`src/lmfc_regs.svh`:
```
/*
 * Register offsets, field positions, reset values and timing figures of the
 * LED matrix function-control block.
 * Assumes a 200 MHz core clock and an external serial front end that hands
 * over whole byte reads and writes.
 */
// How it works
// - phase-select bit one shifts the scan on-window by half a period
// - row pull-down code: 000 none, 001-011 only while row off, 1xx always
// - column pull-up code decodes like row pull-down, off-only versus continuous
// - detect-mode 01 runs open detection once into result bytes 03h to 23h
// - detect-mode 10 runs short detection once into the same bytes
// - result bytes read-only, six column flags low, two top bits zero
// - thermal threshold code 00..11 means 140, 120, 100, 90 degrees
// - roll-off scales current to 100, 75, 55 or 30 percent
// - clock-share 11 drives scan clock on sync pin, 10 takes it in
// - clock-share upper bit zero disables sharing, sync pin pulled low
// - spread-enable dithers the clock; range and period apply only then
// - spread range codes give 5, 15, 24, 34 percent deviation
// - spread period codes give 1980, 1200, 820, 660 microseconds
// - writing 0xAE to 2Fh returns every register to default
// - power-up loads defaults so the matrix starts blank
// - eleven rows enabled one at a time, LEDs lit only in own slot
// - slot is 33 us scan, 0.83 us blanking gap, 0.3 us column delay
// - active row switch high while its LEDs are lit, else low
// - each LED on time in 256 steps proportional to its PWM byte
// - detect-mode codes 00/11 idle; each 00-to-detect transition runs once
`ifndef LMFC_REGS_SVH
`define LMFC_REGS_SVH

// ****************************************************************
// offsets
// ****************************************************************
`define LMFC_ADDR_PULL 8'h02
`define LMFC_ADDR_RES_FIRST 8'h03
`define LMFC_ADDR_RES_LAST 8'h23
`define LMFC_ADDR_THERM 8'h24
`define LMFC_ADDR_SPREAD 8'h25
`define LMFC_ADDR_SRST 8'h2F
`define LMFC_SRST_KEY 8'hAE

// ****************************************************************
// reset values
// ****************************************************************
`define LMFC_PULL_RST 8'h33
`define LMFC_THERM_RST 8'h00
`define LMFC_SPREAD_RST 8'h00

// ****************************************************************
// field positions
// ****************************************************************
`define LMFC_PHASE_BIT 7
`define LMFC_RPD_HI 6
`define LMFC_RPD_LO 4
`define LMFC_CPU_HI 2
`define LMFC_CPU_LO 0
`define LMFC_TS_HI 3
`define LMFC_TS_LO 2
`define LMFC_THERMAL_DERATE_HI 1
`define LMFC_THERMAL_DERATE_LO 0
`define LMFC_SYNC_HI 7
`define LMFC_SYNC_LO 6
`define LMFC_SSP_BIT 4
`define LMFC_RNG_HI 3
`define LMFC_RNG_LO 2
`define LMFC_CLT_HI 1
`define LMFC_CLT_LO 0

// ****************************************************************
// timing
// ****************************************************************
`define LMFC_CLK_NS 5
`define LMFC_SCAN_NS 33000
`define LMFC_NOL_NS 830
`define LMFC_CDLY_NS 300
`define LMFC_PWM_STEPS 256
`define LMFC_ROWS 11
`define LMFC_RES_DEPTH 33

`endif

```
`src/lmfc_pkg.sv`:
```
/*
 * Types and code tables of the LED matrix function-control block.
 * Assumes nothing beyond the register header.
 */
package lmfc_pkg;

  typedef enum logic [2:0] {
    LMFC_SCAN = 3'h1,
    LMFC_GAP = 3'h2,
    LMFC_CDLY = 3'h4
  } lmfc_scan_t;

  typedef enum logic [1:0] {
    LMFC_DET_OFF = 2'h0,
    LMFC_DET_OPEN = 2'h1,
    LMFC_DET_SHORT = 2'h2,
    LMFC_DET_IDLE = 2'h3
  } lmfc_det_t;

  // resistor value in ohms for a pull select code
  function automatic logic [13:0] lmfc_ohm(input logic [2:0] s);
    case (s)
      3'h1: lmfc_ohm = 14'h01F4;
      3'h2: lmfc_ohm = 14'h03E8;
      3'h3: lmfc_ohm = 14'h07D0;
      3'h4: lmfc_ohm = 14'h03E8;
      3'h5: lmfc_ohm = 14'h07D0;
      3'h6: lmfc_ohm = 14'h0FA0;
      3'h7: lmfc_ohm = 14'h1F40;
      default: lmfc_ohm = 14'h0000;
    endcase
  endfunction

  // roll-off threshold in degrees
  function automatic logic [7:0] lmfc_temp(input logic [1:0] s);
    case (s)
      2'h0: lmfc_temp = 8'h8C;
      2'h1: lmfc_temp = 8'h78;
      2'h2: lmfc_temp = 8'h64;
      default: lmfc_temp = 8'h5A;
    endcase
  endfunction

  // output current in percent while rolled off
  function automatic logic [6:0] lmfc_derate(input logic [1:0] s);
    case (s)
      2'h0: lmfc_derate = 7'h64;
      2'h1: lmfc_derate = 7'h4B;
      2'h2: lmfc_derate = 7'h37;
      default: lmfc_derate = 7'h1E;
    endcase
  endfunction

  // spread deviation in plus/minus percent
  function automatic logic [5:0] lmfc_dev(input logic [1:0] s);
    case (s)
      2'h0: lmfc_dev = 6'h05;
      2'h1: lmfc_dev = 6'h0F;
      2'h2: lmfc_dev = 6'h18;
      default: lmfc_dev = 6'h22;
    endcase
  endfunction

  // spread modulation period in microseconds
  function automatic logic [10:0] lmfc_period(input logic [1:0] s);
    case (s)
      2'h0: lmfc_period = 11'h7BC;
      2'h1: lmfc_period = 11'h4B0;
      2'h2: lmfc_period = 11'h334;
      default: lmfc_period = 11'h294;
    endcase
  endfunction

endpackage

```
`src/lmfc_mem_if.sv`:
```
/*
 * Carrier between the control logic and the detection result memory.
 * Assumes both ends share one clock.
 */
`timescale 1ns/100ps
interface lmfc_mem_if;
  logic wr_en;
  logic [5:0] wr_addr;
  logic [5:0] wr_data;
  logic [5:0] rd_addr;
  logic [5:0] rd_data;
  modport ctrl(output wr_en, output wr_addr, output wr_data, output rd_addr, input rd_data);
  modport mem(input wr_en, input wr_addr, input wr_data, input rd_addr, output rd_data);
endinterface

```
`src/lmfc_result_mem.sv`:
```
/*
 * Detection result memory: one six-bit word per result byte.
 * Assumes nothing of the controller's addresses: writes out of range are dropped; reads out of
 * range return zero. Read data come from a register one cycle after the address.
 */
`timescale 1ns/100ps
module lmfc_result_mem
  import lmfc_pkg::*;
(
  // clock and reset
  input wire logic core_clk_i,
  input wire logic rst_n_i,
  // access
  lmfc_mem_if.mem m
);
  `include "lmfc_regs.svh"

  logic [5:0] mem_q [0:`LMFC_RES_DEPTH-1];
  logic [5:0] rd_r;
  wire rd_in_range = m.rd_addr < 6'(`LMFC_RES_DEPTH);
  wire wr_in_range = m.wr_addr < 6'(`LMFC_RES_DEPTH);
  wire [5:0] rd_nxt = rd_in_range ? mem_q[m.rd_addr] : 6'h00;

  // array has no reset; validity is tracked by the controller
  always_ff @(posedge core_clk_i) begin
    if (m.wr_en && wr_in_range) begin
      mem_q[m.wr_addr] <= m.wr_data;
    end
  end

  always_ff @(posedge core_clk_i or negedge rst_n_i) begin
    if (!rst_n_i) begin
      rd_r <= 6'h00;
    end else begin
      rd_r <= rd_nxt;
    end
  end

  assign m.rd_data = rd_r;
endmodule

```
`src/lmfc_top.sv`:
```
/*
 * LED matrix function control: register port, row scan with PWM columns,
 * pull selection, one-shot open/short detection, thermal, sync and spread.
 * Assumes a serial front end giving one-cycle byte read/write strobes and the
 * PWM bytes of the row named on scan_row_o; analog parts sit outside.
 */
`timescale 1ns/100ps
`include "lmfc_regs.svh"
module lmfc_top
  import lmfc_pkg::*;
#(
  parameter int unsigned ROW_SLOT_CYC = `LMFC_SCAN_NS / `LMFC_CLK_NS
) (
  // clock and reset
  input wire logic core_clk_i,
  input wire logic rst_n_i,
  // register port
  input wire logic reg_wr_i,
  input wire logic reg_rd_i,
  input wire logic [7:0] reg_addr_i,
  input wire logic [7:0] reg_wdata_i,
  output logic [7:0] reg_rdata_o,
  output logic reg_rvalid_o,
  // configuration and brightness
  input wire logic [1:0] detect_mode_i,
  input wire logic [143:0] pwm_row_i,
  output logic [3:0] scan_row_o,
  // matrix drive
  output logic [10:0] row_switch_o,
  output logic [17:0] column_sink_o,
  output logic [10:0] row_pd_en_o,
  output logic [13:0] row_pd_ohm_o,
  output logic [17:0] col_pu_en_o,
  output logic [13:0] col_pu_ohm_o,
  // detection
  input wire logic [17:0] led_fault_i,
  output logic [1:0] detect_kind_o,
  output logic detect_busy_o,
  // thermal
  input wire logic temp_hot_i,
  output logic [7:0] thermal_limit_o,
  output logic [6:0] current_scale_o,
  // chip sync pin
  input wire logic sync_i,
  output logic sync_o,
  output logic sync_oe_o,
  output logic sync_pd_en_o,
  // spread spectrum
  output logic spread_en_o,
  output logic [5:0] spread_dev_o,
  output logic [10:0] spread_period_o
);

  localparam int SCAN_CYC = ROW_SLOT_CYC;
  localparam int NOL_CYC = (`LMFC_NOL_NS + `LMFC_CLK_NS - 1) / `LMFC_CLK_NS;
  localparam int CDLY_CYC = (`LMFC_CDLY_NS + `LMFC_CLK_NS - 1) / `LMFC_CLK_NS;
  localparam int PWM_DIV = (SCAN_CYC / `LMFC_PWM_STEPS) < 1 ? 1 : SCAN_CYC / `LMFC_PWM_STEPS;

  // ****************************************************************
  // registers
  // ****************************************************************
  logic [7:0] pull_r, therm_r, spread_r;
  logic rd_res_r, res_vld_r, rvalid_r;
  logic [7:0] rd_val_r;
  logic [32:0] res_valid_r;
  lmfc_mem_if mif();

  wire wr_pull = reg_wr_i && reg_addr_i == `LMFC_ADDR_PULL;
  wire wr_therm = reg_wr_i && reg_addr_i == `LMFC_ADDR_THERM;
  wire wr_spread = reg_wr_i && reg_addr_i == `LMFC_ADDR_SPREAD;
  wire soft_rst = reg_wr_i && reg_addr_i == `LMFC_ADDR_SRST && reg_wdata_i == `LMFC_SRST_KEY;
  wire res_hit = reg_addr_i >= `LMFC_ADDR_RES_FIRST && reg_addr_i <= `LMFC_ADDR_RES_LAST;
  wire [5:0] res_idx = 6'(reg_addr_i - `LMFC_ADDR_RES_FIRST);
  wire [7:0] rd_plain = (reg_addr_i == `LMFC_ADDR_PULL) ? pull_r : 8'h00;
  wire res_vld_nxt = res_hit && res_valid_r[res_idx];

  // power-up and the key write both load defaults
  always_ff @(posedge core_clk_i or negedge rst_n_i) begin
    if (!rst_n_i) begin
      pull_r <= `LMFC_PULL_RST;
      therm_r <= `LMFC_THERM_RST;
      spread_r <= `LMFC_SPREAD_RST;
    end else if (soft_rst) begin
      pull_r <= `LMFC_PULL_RST;
      therm_r <= `LMFC_THERM_RST;
      spread_r <= `LMFC_SPREAD_RST;
    end else begin
      if (wr_pull) pull_r <= reg_wdata_i;
      if (wr_therm) therm_r <= reg_wdata_i;
      if (wr_spread) spread_r <= reg_wdata_i;
    end
  end

  always_ff @(posedge core_clk_i or negedge rst_n_i) begin
    if (!rst_n_i) begin
      rvalid_r <= 1'b0;
      rd_res_r <= 1'b0;
      res_vld_r <= 1'b0;
      rd_val_r <= 8'h00;
    end else begin
      rvalid_r <= reg_rd_i;
      rd_res_r <= reg_rd_i && res_hit;
      res_vld_r <= res_vld_nxt;
      rd_val_r <= rd_plain;
    end
  end

  assign mif.rd_addr = res_idx;
  assign reg_rvalid_o = rvalid_r;
  // result bytes: six flags low, top two bits zero
  assign reg_rdata_o = rd_res_r ? {2'b00, mif.rd_data & {6{res_vld_r}}} : rd_val_r;

  lmfc_result_mem u_mem (
    .core_clk_i(core_clk_i),
    .rst_n_i(rst_n_i),
    .m(mif.mem)
  );

  // ****************************************************************
  // pin synchronisers
  // ****************************************************************
  // a bit changes only once the second and third stages agree
  logic [19:0] pin_s1_r, pin_s2_r, pin_s3_r, pin_f_r;
  wire [19:0] pin_raw = {sync_i, temp_hot_i, led_fault_i};
  always_ff @(posedge core_clk_i or negedge rst_n_i) begin
    if (!rst_n_i) begin
      pin_s1_r <= 20'h00000;
      pin_s2_r <= 20'h00000;
      pin_s3_r <= 20'h00000;
      pin_f_r <= 20'h00000;
    end else begin
      pin_s1_r <= pin_raw;
      pin_s2_r <= pin_s1_r;
      pin_s3_r <= pin_s2_r;
      pin_f_r <= (pin_s2_r & pin_s3_r) | (pin_f_r & (pin_s2_r | pin_s3_r));
    end
  end
  wire [17:0] fault_f = pin_f_r[17:0];
  wire hot_f = pin_f_r[18];
  wire sync_f = pin_f_r[19];

  // ****************************************************************
  // row scan
  // ****************************************************************
  lmfc_scan_t state, state_nxt;
  logic [12:0] slot_cnt;
  logic [3:0] row_r;
  logic sync_prev_r, sync_seen_r, sync_out_r;
  wire master = spread_r[`LMFC_SYNC_HI:`LMFC_SYNC_LO] == 2'b11;
  wire slave = spread_r[`LMFC_SYNC_HI:`LMFC_SYNC_LO] == 2'b10;
  wire sync_rise = sync_f && !sync_prev_r;
  wire scan_end = state == LMFC_SCAN && slot_cnt == 13'(SCAN_CYC - 1);
  wire gap_end = state == LMFC_GAP && slot_cnt == 13'(NOL_CYC - 1);
  wire cdly_end = state == LMFC_CDLY && slot_cnt >= 13'(CDLY_CYC - 1);
  // a slave holds the next slot until the master's edge
  wire slot_go = cdly_end && (!slave || sync_seen_r);
  wire [3:0] row_next = (row_r == 4'(`LMFC_ROWS - 1)) ? 4'h0 : 4'(row_r + 4'h1);
  wire row0_start = slot_go && row_next == 4'h0;

  // scan period, then blanking gap, then column delay
  always_comb begin
    case (state)
      LMFC_SCAN: state_nxt = scan_end ? LMFC_GAP : LMFC_SCAN;
      LMFC_GAP: state_nxt = gap_end ? LMFC_CDLY : LMFC_GAP;
      LMFC_CDLY: state_nxt = slot_go ? LMFC_SCAN : LMFC_CDLY;
      default: state_nxt = LMFC_CDLY;
    endcase
  end

  always_ff @(posedge core_clk_i or negedge rst_n_i) begin
    if (!rst_n_i) begin
      // start blank in the last row's gap so row 0 opens with its switch already set
      state <= LMFC_GAP;
      slot_cnt <= 13'h0000;
      row_r <= 4'(`LMFC_ROWS - 1);
    end else begin
      state <= state_nxt;
      slot_cnt <= (state_nxt != state) ? 13'h0000 : (cdly_end ? slot_cnt : 13'(slot_cnt + 13'h1));
      if (slot_go) row_r <= row_next;
    end
  end

  // seen edge set wins over its consumption
  always_ff @(posedge core_clk_i or negedge rst_n_i) begin
    if (!rst_n_i) begin
      sync_prev_r <= 1'b0;
      sync_seen_r <= 1'b0;
      sync_out_r <= 1'b0;
    end else begin
      sync_prev_r <= sync_f;
      sync_seen_r <= sync_rise || (sync_seen_r && !slot_go);
      sync_out_r <= state_nxt == LMFC_SCAN && slot_cnt < 13'(SCAN_CYC / 2);
    end
  end

  // master drives, slave listens, otherwise pulled low
  assign sync_oe_o = master;
  assign sync_o = master && sync_out_r;
  assign sync_pd_en_o = !spread_r[`LMFC_SYNC_HI];
  assign scan_row_o = row_r;

  // ****************************************************************
  // pwm columns
  // ****************************************************************
  logic [7:0] pwm_cnt;
  logic [12:0] pre_cnt;
  logic pwm_end_r;
  logic [10:0] row_sw_r;
  logic [17:0] col_r;
  logic [17:0] col_nxt;
  wire pre_wrap = pre_cnt == 13'(PWM_DIV - 1);
  // half-period offset of the on window
  wire [7:0] cnt_ph = pwm_cnt ^ {pull_r[`LMFC_PHASE_BIT], 7'h00};
  wire lit_ok = state == LMFC_SCAN && state_nxt == LMFC_SCAN && !pwm_end_r;

  for (genvar j = 0; j < 18; j++) begin : g_col
    // sink on while the counter is below the byte
    assign col_nxt[j] = lit_ok && cnt_ph < pwm_row_i[j*8 +: 8];
  end

  always_ff @(posedge core_clk_i or negedge rst_n_i) begin
    if (!rst_n_i) begin
      pwm_cnt <= 8'h00;
      pre_cnt <= 13'h0000;
      pwm_end_r <= 1'b0;
      row_sw_r <= 11'h000;
      col_r <= 18'h00000;
    end else begin
      pre_cnt <= (state != LMFC_SCAN || pre_wrap) ? 13'h0000 : 13'(pre_cnt + 13'h1);
      if (state != LMFC_SCAN) begin
        pwm_cnt <= 8'h00;
        pwm_end_r <= 1'b0;
      end else if (pre_wrap) begin
        pwm_cnt <= 8'(pwm_cnt + 8'h01);
        if (pwm_cnt == 8'hFF) pwm_end_r <= 1'b1;
      end
      // one row high only while it is scanned
      row_sw_r <= (state_nxt == LMFC_SCAN) ? 11'(11'h001 << (slot_go ? row_next : row_r)) : 11'h000;
      col_r <= col_nxt;
    end
  end
  assign row_switch_o = row_sw_r;
  assign column_sink_o = col_r;

  // ****************************************************************
  // pull resistors
  // ****************************************************************
  wire [2:0] rpd_sel = pull_r[`LMFC_RPD_HI:`LMFC_RPD_LO];
  wire [2:0] cpu_sel = pull_r[`LMFC_CPU_HI:`LMFC_CPU_LO];
  // codes 1xx always on, 001-011 only while off
  assign row_pd_en_o = (rpd_sel == 3'h0) ? 11'h000 : (rpd_sel[2] ? 11'h7FF : ~row_sw_r);
  assign col_pu_en_o = (cpu_sel == 3'h0) ? 18'h00000 : (cpu_sel[2] ? 18'h3FFFF : ~col_r);
  assign row_pd_ohm_o = lmfc_ohm(rpd_sel);
  assign col_pu_ohm_o = lmfc_ohm(cpu_sel);

  // ****************************************************************
  // thermal and spread
  // ****************************************************************
  wire [1:0] thermal_derate = therm_r[`LMFC_THERMAL_DERATE_HI:`LMFC_THERMAL_DERATE_LO];
  assign thermal_limit_o = lmfc_temp(therm_r[`LMFC_TS_HI:`LMFC_TS_LO]);
  assign current_scale_o = hot_f ? lmfc_derate(thermal_derate) : lmfc_derate(2'h0);
  wire spread_enable = spread_r[`LMFC_SSP_BIT];
  // range and period stay zero unless spreading
  assign spread_en_o = spread_enable;
  assign spread_dev_o = spread_enable ? lmfc_dev(spread_r[`LMFC_RNG_HI:`LMFC_RNG_LO]) : 6'h00;
  assign spread_period_o = spread_enable ? lmfc_period(spread_r[`LMFC_CLT_HI:`LMFC_CLT_LO]) : 11'h000;

  // ****************************************************************
  // one-shot detection
  // ****************************************************************
  lmfc_det_t det_prev_r, det_kind_r;
  logic det_arm_r, det_run_r;
  logic [1:0] det_wcnt_r;
  logic [17:0] det_cap_r;
  // only an off-to-detect change starts a run
  wire det_trig = det_prev_r == LMFC_DET_OFF &&
                  (detect_mode_i == LMFC_DET_OPEN || detect_mode_i == LMFC_DET_SHORT);
  wire det_wr = det_wcnt_r != 2'h0;
  wire [1:0] det_k = 2'(det_wcnt_r - 2'h1);
  wire det_last = det_wcnt_r == 2'h3 && row_r == 4'(`LMFC_ROWS - 1);

  always_ff @(posedge core_clk_i or negedge rst_n_i) begin
    if (!rst_n_i) begin
      det_prev_r <= LMFC_DET_OFF;
      det_kind_r <= LMFC_DET_OFF;
      det_arm_r <= 1'b0;
      det_run_r <= 1'b0;
      det_wcnt_r <= 2'h0;
      det_cap_r <= 18'h00000;
      res_valid_r <= 33'h0;
    end else begin
      det_prev_r <= lmfc_det_t'(detect_mode_i);
      if (det_trig) det_kind_r <= lmfc_det_t'(detect_mode_i);
      det_arm_r <= !soft_rst && (det_trig || (det_arm_r && !row0_start));
      det_run_r <= !soft_rst && ((det_arm_r && row0_start) || (det_run_r && !det_last));
      if (scan_end && det_run_r) det_cap_r <= fault_f;
      // a soft reset also stops pending writes so cleared results stay clear
      if (soft_rst) det_wcnt_r <= 2'h0;
      else if (scan_end && det_run_r) det_wcnt_r <= 2'h1;
      else if (det_wr) det_wcnt_r <= (det_wcnt_r == 2'h3) ? 2'h0 : 2'(det_wcnt_r + 2'h1);
      if (soft_rst) res_valid_r <= 33'h0;
      else if (det_wr) res_valid_r[mif.wr_addr] <= 1'b1;
    end
  end

  // three result bytes per row, written in the blanking gap
  assign mif.wr_en = det_wr;
  assign mif.wr_addr = 6'({row_r, 1'b0} + row_r + det_k);
  assign mif.wr_data = det_cap_r[det_k*6 +: 6];
  assign detect_kind_o = (det_run_r || det_arm_r) ? det_kind_r : LMFC_DET_OFF;
  assign detect_busy_o = det_run_r || det_arm_r;
endmodule

```
`config.mk`:
```
export PLATFORM = sky130hd
export DESIGN_NAME = lmfc_top
export DESIGN_NICKNAME = d
export VERILOG_FILES = /design/src/lmfc_pkg.sv /design/src/lmfc_mem_if.sv /design/src/lmfc_result_mem.sv /design/src/lmfc_top.sv
export VERILOG_INCLUDE_DIRS = /design/src
export SDC_FILE = /design/constraint.sdc
export NUM_CORES = 1
export LEC_CHECK = 0
export ABC_CLOCK_PERIOD_IN_PS = 6500
export BUFFER_PORTS_ARGS = -buffer_cell sky130_fd_sc_hd__buf_2
export CORE_MARGIN = 2
export CORE_UTILIZATION = 40
export CTS_CLUSTER_SIZE = 30
export DETAILED_ROUTE_END_ITERATION = 10
export PLACE_DENSITY_LB_ADDON = 0.15
export SKIP_LAST_GASP = 1
export SLEW_MARGIN = 20
export SYNTH_ARGS = -nofsm -noshare
export SYNTH_HDL_FRONTEND = slang
export SYNTH_SLANG_ARGS = --single-unit
export TNS_END_PERCENT = 20
```
`constraint.sdc`:
```
create_clock -name core_clk_i -period 6.5 [get_ports core_clk_i]
set_input_delay 1.3 -clock core_clk_i [delete_from_list [all_inputs] [get_ports core_clk_i]]
set_output_delay 1.3 -clock core_clk_i [all_outputs]
set_load 0.02 [all_outputs]
```
; ---- Yosys cells after proc, flatten, opt, wreduce, memory -nomap -nowiden
; Memory sizes are Yosys's and may differ from the RTL's.
; Cells that the tools add are included.
[word_totals]
regBits = 250
ramBits = 198
out_inout_bits = 138
word_cells = 256
n_memories = 1
[classes]
n_addsub = 9
multipliers = 1
magnitude_cmp = 27
eq_ne = 44
n_shift = 2
n_mux = 50
bitwise_logic = 9
n_reduce_logical = 83
[memory_table]
columns = name, depth, width, read_ports, rd_ports_with_merged_regs, write_ports, line_no
row1 = u_mem.mem_q, 33, 6, 1, 0, 1, lmfc_result_mem.sv:18  ; logic [5:0] mem_q [0:`LMFC_RES_DEPTH-1];
[ops]
columns = operator, n
row1 = 8-bit < comparator, 18
row2 = 13-bit one-hot mux with 5 select lines, 2
row3 = 33-bit two-way mux, 2
row4 = 8-bit two-way mux, 8
row5 = 1-bit logical AND, 47
row6 = 11-bit two-way mux, 4
row7 = 20-bit AND, 2
row8 = 20-bit bitwise OR, 2
row9 = 13-bit two-way mux, 3
row10 = 18-bit two-way mux, 2
row11 = 33-bit bitwise OR, 1
row12 = 11-bit one-hot mux with 3 select lines, 1
row13 = "3-bit equality test, second input constant", 9
row14 = "13-bit by 1-bit adder with 13-bit output, second input constant", 2
row15 = "8-bit by 6-bit equality test with 1-bit output, second input constant", 3
row16 = 8-bit one-hot mux with 3 select lines, 1
row17 = 7-bit one-hot mux with 3 select lines, 1
row18 = 18-bit inverter, 1
row19 = 6-bit one-hot mux with 3 select lines, 1
row20 = 18-bit by 6-bit indexed part select with 6-bit output, 1
row21 = "2-bit equality test, second input constant", 8
row22 = "8-bit equality test, second input constant", 2
row23 = 4-bit two-way mux, 4
row24 = "3-bit by 2-bit equality test with 1-bit output, second input constant", 5
row25 = other kinds (46), 95

; ---- Depth between registers and ports, before layout
[depth]
depth_word = 10
depth_mapped = 14

; ---- Cells and area by module
; From an unflattened synthesis, not the netlist that was laid out.
[hier_totals]
hier_cells = 1833
hier_area_um2 = 22102.4
[modules_own_cells]
columns = module, instances, cells_per_inst, area_per_inst_um2, seq_area_each_um2
row1 = lmfc_top, 1, 1394, 13869.6, 6089.6
row2 = lmfc_result_mem, 1, 439, 8232.9, 6095.8

; ---- Worst setup path after synthesis
; No wires, ideal clock.
[synth_timing]
kind = reg2reg
start = register det_wcnt_r[0]
end = memory u_mem.mem_q[32][0], enable pin
setup_ns = 0.382
arrival_time_ns = 3.609
required_time_ns = 6.118
setup_slack_ns = 2.510
path_stages_with_launch = 12
n_path_buf = 2
synth_period_minus_slack_ns = 3.990
cell_sequence = dfrtp_1 clkbuf_1 inv_1 ha_1 fa_1 inv_1 ha_1 fa_1 clkbuf_1 nor4_1 o21ai_0 a211oi_1
[synth_via]
elab_chain_cells = 6
word_cells_on_any_way = 7
classes_between = 2 x add/sub / 1 x order compare / 2 x mux / 2 x reduce/logical
[synth_rtl]
columns = item, line_no
row1 = from (decl), lmfc_top.sv:273  ; logic [1:0] det_wcnt_r;
row2 = from (signal assigned), lmfc_top.sv:300  ; else if (det_wr) det_wcnt_r <= (det_wcnt_r == 2'h3) ? 2'h0 : 2'(det_wcnt_r + 2'h1);
row3 = 2-bit by 1-bit subtractor with 2-bit output, lmfc_top.sv:279  ; wire [1:0] det_k = 2'(det_wcnt_r - 2'h1);
row4 = 6-bit by 2-bit adder with 6-bit output, lmfc_top.sv:308  ; assign mif.wr_addr = 6'({row_r, 1'b0} + row_r + det_k);
row5 = 6-bit < comparator, lmfc_result_mem.sv:21  ; wire wr_in_range = m.wr_addr < 6'(`LMFC_RES_DEPTH);
row6 = 1-bit logical AND, lmfc_result_mem.sv:26  ; if (m.wr_en && wr_in_range) begin
row7 = 1-bit two-way mux, lmfc_result_mem.sv:26
row8 = 1-bit two-way mux (not written as such), lmfc_result_mem.sv:27  ; mem_q[m.wr_addr] <= m.wr_data;
row9 = to (decl), lmfc_result_mem.sv:18
; Several ways; a longest one is shown, not always the timed one.

; ---- Worst setup path in the final report
[layout_timing]
start = register det_wcnt_r[0]
end = memory u_mem.mem_q[32][4], enable pin
; Same word-level chain as after synthesis.

==> impl_metrics.csv <==
group,metric,value,unit
worst_setup_path,critPathKind,"reg -> reg",
grt,met3_usage,0.0434,
worst_setup_path,crit_fanout,10,
logic_synthesis,synth_top_area_share,0.279,
flow_run,maxCapViolCount,0,
logic_synthesis,synthTopCellsByCount,"dfrtp_1, edfxtp_1, inv_1, ha_1, nor2_1",
final_layout,drive_above_1_share,0.249,
power,p_leak,0.0118,uW
cts,htree_levels,2,
worst_setup_path,required,6.70,ns
timing,slew_headroom,0.239,
logic_synthesis,synth_edf_count,198,
timing,fin_tns_setup,0,ns
logic_synthesis,synth-seq-area-share,0.562,
grt,antenna_found_initial,6,
grt,grt_use_met2,0.332,
route,vias,14565,
timing,fin_worst_skew,0.0217,ns
grt,grt_start_max_net_pins,135,
logic_synthesis,ys_ff_latch,447,
worst_setup_path,worstSetupStartpointType,"flip-flop",
logic_synthesis,async_reset_ff_frac,0.557,
timing,rsz0062_at_grt,"false",
route,wire_per_inst,20.6,um
timing,period_minus_slack,4.66,ns
logic_synthesis,synth_largest_area_cell,"dfrtp_1",
logic_synthesis,synth_area_leaders,"dfrtp_1, edfxtp_1, ha_1",
grt,grt_usage,0.204,
timing,setup_viol,0,
logic_synthesis,synthCells,1744,
logic_synthesis,synth.most_common_cell,"dfrtp_1",
worst_hold_path,holdPathStages,0,
logic_synthesis,yosysUniqueCellTypes,68,
final_layout,area_delta_synth_final,18.1,%
placed_design,portBuffers,313,
floorplan,core_area,53700,sq um
worst_setup_path,timing.rr.start,"det_wcnt_r[0]",
worst_hold_path,hp-start,"pin_s1_r[18]",
grt,grt_pass1_vias,14888,
logic_synthesis,syn_area,21700,sq um
floorplan,die_h,237,um
timing,tightest_slew,1.14,ns
cts,clkLatencyLatePin,0.60,ns
grt,grt_pass1_wl,87600,um
final_layout,num-fill-cells,4907,
logic_synthesis,syn_avg_cell_area,12.4,sq um
route,wirelength,57600,um
placed_design,hpwl,41400,um
cts,cts_resized,0,
grt,met1_usage,0.269,
cts,clockRootBuffer,"clkbuf_16",
power,power.density,259,nW/um^2
worst_setup_path,reg2reg_depth,9,
worst_hold_path,hold_class,"reg -> reg",
cts,cts.sinks,447,
worst_hold_path,holdPathEnd,"pin_s2_r[18]",
final_layout,layout.nets,2411,
cts,clock_path_buffers,3,
worst_setup_path,rr_endpoint,"u_mem.mem_q[32][4]",
floorplan,die_w,237,um
cts,cts_hold_buf,0,
worst_setup_path,end_kind,"flip-flop",
final_layout,final_core_util,0.477,
run_status,status,"finished clean",
worst_setup_path,rrSetupSlack,1.84,ns
placed_design,place_congestion,0.887,
worst_setup_path,cp.arrival,4.86,ns
timing,final_hold_viol_count,0,
grt,grt-ovfl-total,0,
timing,slew_violations,0,
cts,clkTransAtPathRegs,0.06,ns
power,ir_worst_vdd,199,uV
route,viasPerCell,5.20,
floorplan,start_util,0.404,
cts,cts_tree,"yes",
floorplan,die_area,56100,sq um
timing,finalCritPeriodShare,0.717,
route,drtIter0Drc,1162,
floorplan,io_pins,324,
route,detail-route-antenna-nets,0,
cts,post_cts.repair.setup_buffers,0,
cts,cts_buffers,49,
logic_synthesis,ys.flop_type,"dfrtp_1",
route,firstDrtPassIters,5,
route,drc,0,
logic_synthesis,yosysWarnings,0,
floorplan,row_count,85,
grt,grt_busiest_layer,"met2",
timing,fmax,0.214,GHz
[critical path, stage by stage, from the launching register on]
cell      delay [ns]
dfrtp_1         0.55
inv_1           0.15
ha_1            0.46
fa_1            0.53
inv_1           0.04
ha_1            0.21
fa_1            0.60
nor4_1          0.63
o21ai_0         0.20
a211oi_1        0.91
[through the flow]
stage	power (uW)	setup WS (ns)	instance area [sq um]	hold WS, ns	instances
after floorplan	3640	2.51	21700	0.331	1753
after global placement	3940	2.06	24000	0.332	2706
after detailed placement	3960	1.84	24000	0.335	2706
after CTS	6700	1.85	25600	0.347	2797
after global routing	6890	1.56	25600	0.350	2802
final	6630	1.84	25600	0.346	2803
[registers in the layout (all words and copies together), names as in the netlist, 11 cells and up]
register	cells
row_switch_o	11
pin_s1_r	20
u_mem.mem_q	198
slot_cnt	13
pre_cnt	13
pin_s3_r	20
column_sink_o	18
res_valid_r	33
pin_f_r	20
pin_s2_r	20
det_cap_r	18
[area by class of cell]
type,count,area (sq um),area share
sequential,447,12200,0.476
multi-input combinational,1061,8550,0.334
timing repair buffer,331,1750,0.0682
clock buffer,67,1390,0.0542
tap,696,871,0.0340
inverter,172,646,0.0252
clock inverter,24,198,0.00772
antenna,5,12.5,0.000489
[worst max-delay path by stage]
stage | depth (start not counted) | start | slack, ns | end
floorplan | 11 | det_wcnt_r[0] | 2.51 | u_mem.mem_q[32][0]
global placement | 8 | reg_addr_i[0] | 2.06 | u_mem.m.rd_data[1]
detailed placement | 9 | det_wcnt_r[0] | 1.84 | u_mem.mem_q[32][1]
CTS | 9 | det_wcnt_r[0] | 1.85 | u_mem.mem_q[32][0]
global route | 9 | det_wcnt_r[0] | 1.56 | u_mem.mem_q[32][1]
finish | 9 | det_wcnt_r[0] | 1.84 | u_mem.mem_q[32][4]
[report_power, final]
part	leakage [uW]	internal [uW]	total [uW]	switching [uW]
combinational	0.00652	267	785	519
clock	0.000758	1580	2720	1140
sequential	0.00447	3060	3120	58.1
[layout by cell type, fill, tap and decap left out, drive strengths merged, types with 7 or more instances in the layout]
cell type  instances
nand2             90
mux4              62
o21a              22
a31oi              7
o21ai             19
inv              174
o2111ai            7
conb              10
nor4               8
a211oi            22
a22o               8
nor2             159
or2                9
clkinvlp           7
ha               161
dfstp              7
nand4             14
mux2i             10
and2              21
a21oi            102
dfrtp            242
mux2              25
nand3             38
clkbuf            67
xnor2             24
maj3              22
o211ai            18
and3              18
edfxtp           198
clkinv            13
xor2              20
buf              331
nor2b             13
nor3              15
a21o              76
nand2b            25
[routing by layer]
layer | routed length, um | share of wire
met5 | 8 | 0.00014
met3 | 3940 | 0.068
met2 | 26900 | 0.47
met1 | 24600 | 0.43
met4 | 2190 | 0.038
[kinds of logic (layout without fill, tap and decap cells)]
kind of cell | Yosys count | after routing | synth area share
compound gates | 298 | 298 | 0.0910
xor+xnor | 44 | 44 | 0.0178
fa+ha+maj | 185 | 185 | 0.105
buf+inv | 245 | 594 | 0.0462
flops | 447 | 447 | 0.562
mux | 97 | 97 | 0.0835
other cells | 1 | 15 | 0.000173
simple gates | 427 | 427 | 0.0945
Power figures use the tool's default switching activity.
